==> src/adc_mux_pkg.sv <==
package adc_mux_pkg;
  localparam logic [7:0] CHAN_SEL_OFFSET = 8'hbb;
  localparam logic [7:0] CHAN_SEL_RESET = 8'h3f;
  localparam int CODE_W = 6;
  localparam int CODE_MSB = 5;
  localparam int CODE_LSB = 0;
  localparam int PIN_COUNT = 32;
  localparam int PINS_PER_PORT = 8;
  localparam logic [5:0] LAST_PIN_CODE = 6'h1f;
  localparam logic [5:0] TEMP_CODE = 6'h30;
  localparam logic [5:0] VDD_CODE = 6'h31;
  localparam logic [5:0] GND_FIRST_CODE = 6'h32;
  localparam int SEL_W = 35;
  localparam int SEL_TEMP = 32;
  localparam int SEL_VDD = 33;
  localparam int SEL_GND = 34;
endpackage

==> src/adc_input_channel_mux.sv <==
// Contract
// - Single-ended: one positive input at most.
// - Six-bit code field, resets all ones.
// - Codes 0-31 select port pins linearly.
// - Temp sensor, supply, then ground codes.
//
// The plain strobed port was chosen for this implementation.
`timescale 1ns/1ps
module adc_input_channel_mux (
  input wire logic clk_sys_in,
  input wire logic rst_n_in,
  input wire logic ce_in,
  input wire logic [7:0] addr_in,
  input wire logic [7:0] wdata_in,
  input wire logic wr_in,
  input wire logic rd_in,
  output logic [7:0] rdata_out,
  output logic [adc_mux_pkg::SEL_W-1:0] switch_sel_out,
  output logic [5:0] positive_input_code_out
);
  logic [5:0] code_r;
  logic [5:0] code_lag1_r;
  logic [5:0] code_lag2_r;
  logic [adc_mux_pkg::SEL_W-1:0] sel_w;
  logic hit;

  assign hit = (addr_in == adc_mux_pkg::CHAN_SEL_OFFSET);

  always_ff @(posedge clk_sys_in) begin
    if (!rst_n_in) begin
      code_r <= adc_mux_pkg::CHAN_SEL_RESET[5:0];
    end else if (ce_in && wr_in && hit) begin
      code_r <= wdata_in[5:0];
    end
  end

  always_ff @(posedge clk_sys_in) begin
    if (!rst_n_in) begin
      rdata_out <= 8'h00;
    end else if (ce_in) begin
      rdata_out <= (rd_in && hit) ? {2'b00, code_r} : 8'h00;
    end
  end

  always_ff @(posedge clk_sys_in) begin
    if (!rst_n_in) begin
      positive_input_code_out <= adc_mux_pkg::CHAN_SEL_RESET[5:0];
    end else if (ce_in) begin
      positive_input_code_out <= code_r;
    end
  end

  adc_onehot_decoder #(
    .SEL_W(adc_mux_pkg::SEL_W)
  ) u_dec (
    .clk_sys_in(clk_sys_in),
    .rst_n_in(rst_n_in),
    .ce_in(ce_in),
    .code_in(code_r),
    .sel_out(sel_w)
  );

  // Copy keeps the top output straight from a flip-flop of this module.
  always_ff @(posedge clk_sys_in) begin
    if (!rst_n_in) begin
      switch_sel_out <= '0;
      switch_sel_out[adc_mux_pkg::SEL_GND] <= 1'b1;
    end else if (ce_in) begin
      switch_sel_out <= sel_w;
    end
  end

  // Shadow of decode pipeline.
  // The shadow lets each switch be checked against the code it must show,
  // rather than against a copy of the decoder's own output.
  always_ff @(posedge clk_sys_in) begin
    if (!rst_n_in) begin
      code_lag1_r <= adc_mux_pkg::CHAN_SEL_RESET[5:0];
    end else if (ce_in) begin
      code_lag1_r <= code_r;
    end
  end

  always_ff @(posedge clk_sys_in) begin
    if (!rst_n_in) begin
      code_lag2_r <= adc_mux_pkg::CHAN_SEL_RESET[5:0];
    end else if (ce_in) begin
      code_lag2_r <= code_lag1_r;
    end
  end

  AST_ONE_HOT: assert property (
    @(posedge clk_sys_in) disable iff (!rst_n_in)
    $onehot0(switch_sel_out))
    else $error("More than one analog switch enabled.");

  AST_WRITE: assert property (
    @(posedge clk_sys_in) disable iff (!rst_n_in)
    ce_in && wr_in && hit |=> code_r == $past(wdata_in[5:0]))
    else $error("Code field did not take written value.");

  AST_READ: assert property (
    @(posedge clk_sys_in) disable iff (!rst_n_in)
    ce_in && rd_in && hit && !wr_in |=>
    rdata_out == {2'b00, $past(code_r)})
    else $error("Read data wrong.");

  AST_PIN: assert property (
    @(posedge clk_sys_in) disable iff (!rst_n_in)
    ce_in && code_r <= 6'h1f ##1 ce_in ##1 ce_in |->
    switch_sel_out[$past(code_r, 2)])
    else $error("Pin code did not select its pin.");

  AST_TEMP: assert property (
    @(posedge clk_sys_in) disable iff (!rst_n_in)
    ce_in && code_r == 6'h30 ##1 ce_in ##1 ce_in |->
    switch_sel_out[32])
    else $error("Temperature code not routed.");

  AST_VDD: assert property (
    @(posedge clk_sys_in) disable iff (!rst_n_in)
    ce_in && code_r == 6'h31 ##1 ce_in ##1 ce_in |->
    switch_sel_out[33])
    else $error("Supply code not routed.");

  AST_GND: assert property (
    @(posedge clk_sys_in) disable iff (!rst_n_in)
    ce_in && code_r >= 6'h32 ##1 ce_in ##1 ce_in |->
    switch_sel_out[34])
    else $error("Ground code not routed.");

  AST_RSVD: assert property (
    @(posedge clk_sys_in) disable iff (!rst_n_in)
    ce_in && code_r inside {[6'h20:6'h2f]} ##1 ce_in ##1 ce_in |->
    switch_sel_out == '0)
    else $error("Reserved code closed a switch.");

  AST_STABLE: assert property (
    @(posedge clk_sys_in) disable iff (!rst_n_in)
    !ce_in |=> $stable(switch_sel_out))
    else $error("Switch select moved while frozen.");

  AST_RST_VAL: assert property (
    @(posedge clk_sys_in)
    !rst_n_in |=> code_r == adc_mux_pkg::CHAN_SEL_RESET[5:0])
    else $error("Reset did not load the code field.");

  AST_RST_SEL: assert property (
    @(posedge clk_sys_in)
    !rst_n_in |=> switch_sel_out[adc_mux_pkg::SEL_GND] &&
    $onehot(switch_sel_out))
    else $error("Reset did not route ground.");

  AST_WR_IGNORE: assert property (
    @(posedge clk_sys_in) disable iff (!rst_n_in)
    ce_in && wr_in && !hit |=> $stable(code_r))
    else $error("Write to another address changed the code.");

  AST_FROZEN: assert property (
    @(posedge clk_sys_in) disable iff (!rst_n_in)
    !ce_in |=> $stable(code_r) && $stable(rdata_out) &&
    $stable(positive_input_code_out))
    else $error("State moved while frozen.");

  AST_RD_IDLE: assert property (
    @(posedge clk_sys_in) disable iff (!rst_n_in)
    ce_in && !(rd_in && hit) |=> rdata_out == 8'h00)
    else $error("Read data not zero outside a read.");

  AST_TOP_ZERO: assert property (
    @(posedge clk_sys_in) disable iff (!rst_n_in)
    rdata_out[7:6] == 2'b00)
    else $error("Unused read bits not zero.");

  AST_CODE_OUT: assert property (
    @(posedge clk_sys_in) disable iff (!rst_n_in)
    ce_in |=> positive_input_code_out == $past(code_r))
    else $error("Code output did not follow the field.");

  AST_EXACT_ONE: assert property (
    @(posedge clk_sys_in) disable iff (!rst_n_in)
    !(code_lag2_r inside {[6'h20:6'h2f]}) |-> $onehot(switch_sel_out))
    else $error("Valid code did not close exactly one switch.");

  AST_RSVD_MAP: assert property (
    @(posedge clk_sys_in) disable iff (!rst_n_in)
    code_lag2_r inside {[6'h20:6'h2f]} |-> switch_sel_out == '0)
    else $error("Reserved code left a switch closed.");

  AST_DEC_ONEHOT: assert property (
    @(posedge clk_sys_in) disable iff (!rst_n_in)
    $onehot0(sel_w))
    else $error("Decoder stage selects more than one switch.");

  AST_SEL_FOLLOW: assert property (
    @(posedge clk_sys_in) disable iff (!rst_n_in)
    ce_in |=> switch_sel_out == $past(sel_w))
    else $error("Switch select did not follow decoder.");

  for (genvar g = 0; g < adc_mux_pkg::PIN_COUNT; g++) begin : g_pin_chk
    AST_PIN_MAP: assert property (
      @(posedge clk_sys_in) disable iff (!rst_n_in)
      switch_sel_out[g] == (code_lag2_r == 6'(g)))
      else $error("Pin switch does not match its code.");
  end
endmodule // adc_input_channel_mux

==> src/adc_onehot_decoder.sv <==
`timescale 1ns/1ps
module adc_onehot_decoder #(
  parameter int SEL_W = adc_mux_pkg::SEL_W
) (
  input wire logic clk_sys_in,
  input wire logic rst_n_in,
  input wire logic ce_in,
  input wire logic [5:0] code_in,
  output logic [SEL_W-1:0] sel_out
);
  logic [SEL_W-1:0] sel_nxt;

  // Reserved codes leave every switch open.
  always_comb begin
    sel_nxt = '0;
    if (code_in <= adc_mux_pkg::LAST_PIN_CODE) begin
      sel_nxt[code_in[4:0]] = 1'b1;
    end else if (code_in == adc_mux_pkg::TEMP_CODE) begin
      sel_nxt[adc_mux_pkg::SEL_TEMP] = 1'b1;
    end else if (code_in == adc_mux_pkg::VDD_CODE) begin
      sel_nxt[adc_mux_pkg::SEL_VDD] = 1'b1;
    end else if (code_in >= adc_mux_pkg::GND_FIRST_CODE) begin
      sel_nxt[adc_mux_pkg::SEL_GND] = 1'b1;
    end
  end

  always_ff @(posedge clk_sys_in) begin
    if (!rst_n_in) begin
      sel_out <= '0;
      sel_out[adc_mux_pkg::SEL_GND] <= 1'b1;
    end else if (ce_in) begin
      sel_out <= sel_nxt;
    end
  end
endmodule // adc_onehot_decoder

==> config.mk <==
export PLATFORM = sky130hd
export DESIGN_NAME = adc_input_channel_mux
export DESIGN_NICKNAME = d
export VERILOG_FILES = /design/src/adc_mux_pkg.sv /design/src/adc_input_channel_mux.sv /design/src/adc_onehot_decoder.sv
export SDC_FILE = /design/constraint.sdc
export NUM_CORES = 1
export LEC_CHECK = 0
export BUFFER_PORTS_ARGS = -buffer_cell sky130_fd_sc_hd__buf_2
export CAP_MARGIN = 30
export CORE_ASPECT_RATIO = 0.75
export CORE_MARGIN = 3
export CORE_UTILIZATION = 40
export CTS_BUF_LIST = sky130_fd_sc_hd__clkbuf_16
export DETAILED_ROUTE_END_ITERATION = 12
export PLACE_DENSITY = 0.73
export SKIP_CTS_REPAIR_TIMING = 1
export SYNTH_ARGS = -nofsm -noshare
export SYNTH_HDL_FRONTEND = slang
export SYNTH_SLANG_ARGS = --single-unit
==> constraint.sdc <==
create_clock -name clk_sys_in -period 1.6 [get_ports clk_sys_in]
set_input_delay 0.32 -clock clk_sys_in [delete_from_list [all_inputs] [get_ports clk_sys_in]]
set_output_delay 0.32 -clock clk_sys_in [all_outputs]
set_load 0.02 [all_outputs]
==> run metrics <==
placed cells=roughly 500; Skew-Pair Late Insertion Delay=about 0.33 ns; CTS sink cnt=88; GRT Total Usage=0.158; # setup viols final=0; Starting Density=0.417; peak supply drop=~0.77 mV; Core Area=about 8000 sq um; outcome=finished clean; Post-Syn Area=3330 sq um; number of diodes=0; CTS tree=done; Area Overhead vs Synth=22.9%; Tot Pwr=~4400 uW; Worst Hold Class=primary input to flop; CP required=1.87 ns; critical path arrival=between 1.5 and 2 ns; final period utilization=0.850; Worst-path clk slew=roughly 0.060 ns; Final Hold Vio Count=0; gpl congestion=0.851; LEAKAGE=around 0.0018 uW; first-pass GRT wire length=approximately 12 mm; Post-Place Cell Area=approximately 3800 sq um; crit path time final=1.36 ns; synthesis-stage register bit count=88; Total Wirelength=between 7 and 8 mm; critical path type=flop to flop; DRC=0; layout cells sized above 1=0.245; design area=~4100 sq um; drt pass-1 iters=4; vias in the first global route=2,481; Synth warnings=0; antenna violations before repair=0; mean post-synth cell area=approximately 9.8 sq um; clk buf depth=2; via density per instance=around 5.1; multi-input combinational cell area=roughly 1400 sq um; Die Area=9460 sq um; I/O Buffers=65; maximum clock rate=between 700 and 800 MHz; Row Count=28; Synth cell types=29; TritonCTS Buffers=9; initial DRC count=between 150 and 200; I/O Pins=70; Fill cells=between 700 and 800; Max Cap Viol=0; routed len/inst=around 14 um; CTS root buffer=clkbuf_16; Via Count=roughly 2,600; Seq/Total Area, Yosys=0.529; Die H=between 80 and 90 um; GR Overflow Total=0; CP max FO=12; Final WS setup=~0.24 ns; pwr dens=roughly 1100 nW/um^2; post-synthesis cell count=roughly 340; # H-tree levels=3; Final ANT Viol Nets=0; critical path capture point type=flop; pin count of the biggest net entering global routing=46; RSZ-0062 raised after global routing=false; register area=between 1500 and 2000 sq um; final std cells w/o fill=513; Die W=111 um; Nets=around 420; Post-DP HPWL=between 4 and 5 mm; Worst Skew=around 0.0087 ns; DP Worst Slack=-0.0372 ns; fin. max-slew vios=0; critical path startpoint category=flop
final timing paths:
check                     from                 to  slack (ns)  cells after the start
setup / recovery     code_r[4]  u_dec.sel_out[16]        0.24                      3
hold / removal     wdata_in[2]          code_r[2]        0.26                      3
setup reg to reg     code_r[4]  u_dec.sel_out[16]        0.24                      3
hold reg to reg   rdata_out[2]       rdata_out[2]        0.46                      2
registers in the layout, summed over array words and instances (netlist names):
signal,count
switch_sel_out,35
rdata_out,6
code_r,6
positive_input_code_out,6
u_dec.sel_out,35
critical path, cell delays in order (launching register included):
cell,delay (ns)
dfxtp_1,0.61
nor3b_1,0.46
a22oi_1,0.12
nor2_1,0.10
synthesized netlist by cell type:
cell,n,area share
a2bb2oi_1,16,0.042
conb_1,1,0.0011
o41ai_1,6,0.016
nor2_1,66,0.074
a22oi_1,16,0.036
nor4b_2,1,0.0045
nand3_1,2,0.0030
nor3_1,2,0.0030
clkbuf_1,22,0.025
nand3b_1,4,0.0090
and4b_1,1,0.0030
a21oi_1,8,0.012
inv_2,2,0.0023
buf_4,6,0.014
a221o_1,1,0.0030
dfxtp_1,88,0.53
and3_1,1,0.0019
or4_1,7,0.016
o211ai_1,6,0.014
nand4b_1,3,0.0079
inv_1,7,0.0079
nor3b_1,3,0.0068
nand2_1,21,0.024
buf_2,2,0.0030
and4bb_1,2,0.0075
or4b_1,1,0.0030
or3_1,1,0.0019
mux2i_1,41,0.12
nand4bb_1,2,0.0068
cells by family (layout without fill, tap and decap cells):
kind of cell    count (synthesis)  after routing  share of synthesized area
flops                          88             88                      0.529
simple gates                  117            117                      0.172
other cells                     1              2                    0.00113
buf+inv                        39            107                     0.0515
compound gates                 53             53                      0.123
mux                            41             41                      0.123
power breakdown:
group          total, uW  switching [uW]  internal [uW]
logic                173             109           63.1
registers           2190            1.80           2190
clock network       2060             851           1210
total               4430             962           3470
per-layer routing:
layer	routed length [um]	track usage	vias to the layer above
met4	24	0.0298	0
li1	-	-	1325
met2	3240	0.247	74
met3	431	0.0513	5
met5	0	0	-
met1	3550	0.219	1221
through the flow:
| stage | setup TNS (ns) | hold WS, ns | utilization |
|---|---|---|---|
| 5_1_grt | 0 | 0.276 | 0.512 |
| 2_1_floorplan | 0 | 0.409 | - |
| 3_5_place_dp | -0.0433 | 0.454 | 0.475 |
| 4_1_cts | 0 | 0.249 | 0.512 |
| 6_report | 0 | 0.258 | 0.512 |
| 3_3_place_gp | 0 | 0.450 | 0.475 |
layout make-up:
cell class / count / area share
Clock buffer: 9 / 0.0551
Clock inverter: 7 / 0.0177
Timing Repair Buffer: 82 / 0.114
Sequential cell: 88 / 0.431
Tap cell: 105 / 0.0321
Multi-Input combinational cell: 213 / 0.342
Inverter: 9 / 0.00826
cells in the final DEF, fill, tap and decap left out, types with 3 or more instances in the layout:
cell type	n
o211ai_1	6
a22oi_1	16
nand2_1	21
clkbuf_16	9
o41ai_1	6
nor3b_1	3
buf_4	16
mux2i_1	41
dfxtp_1	88
nor2_1	66
buf_2	65
inv_1	8
a21oi_1	8
a2bb2oi_1	16
nand4b_1	3
or4_1	7
nand3b_1	4
(Power assumes the default switching activity.)
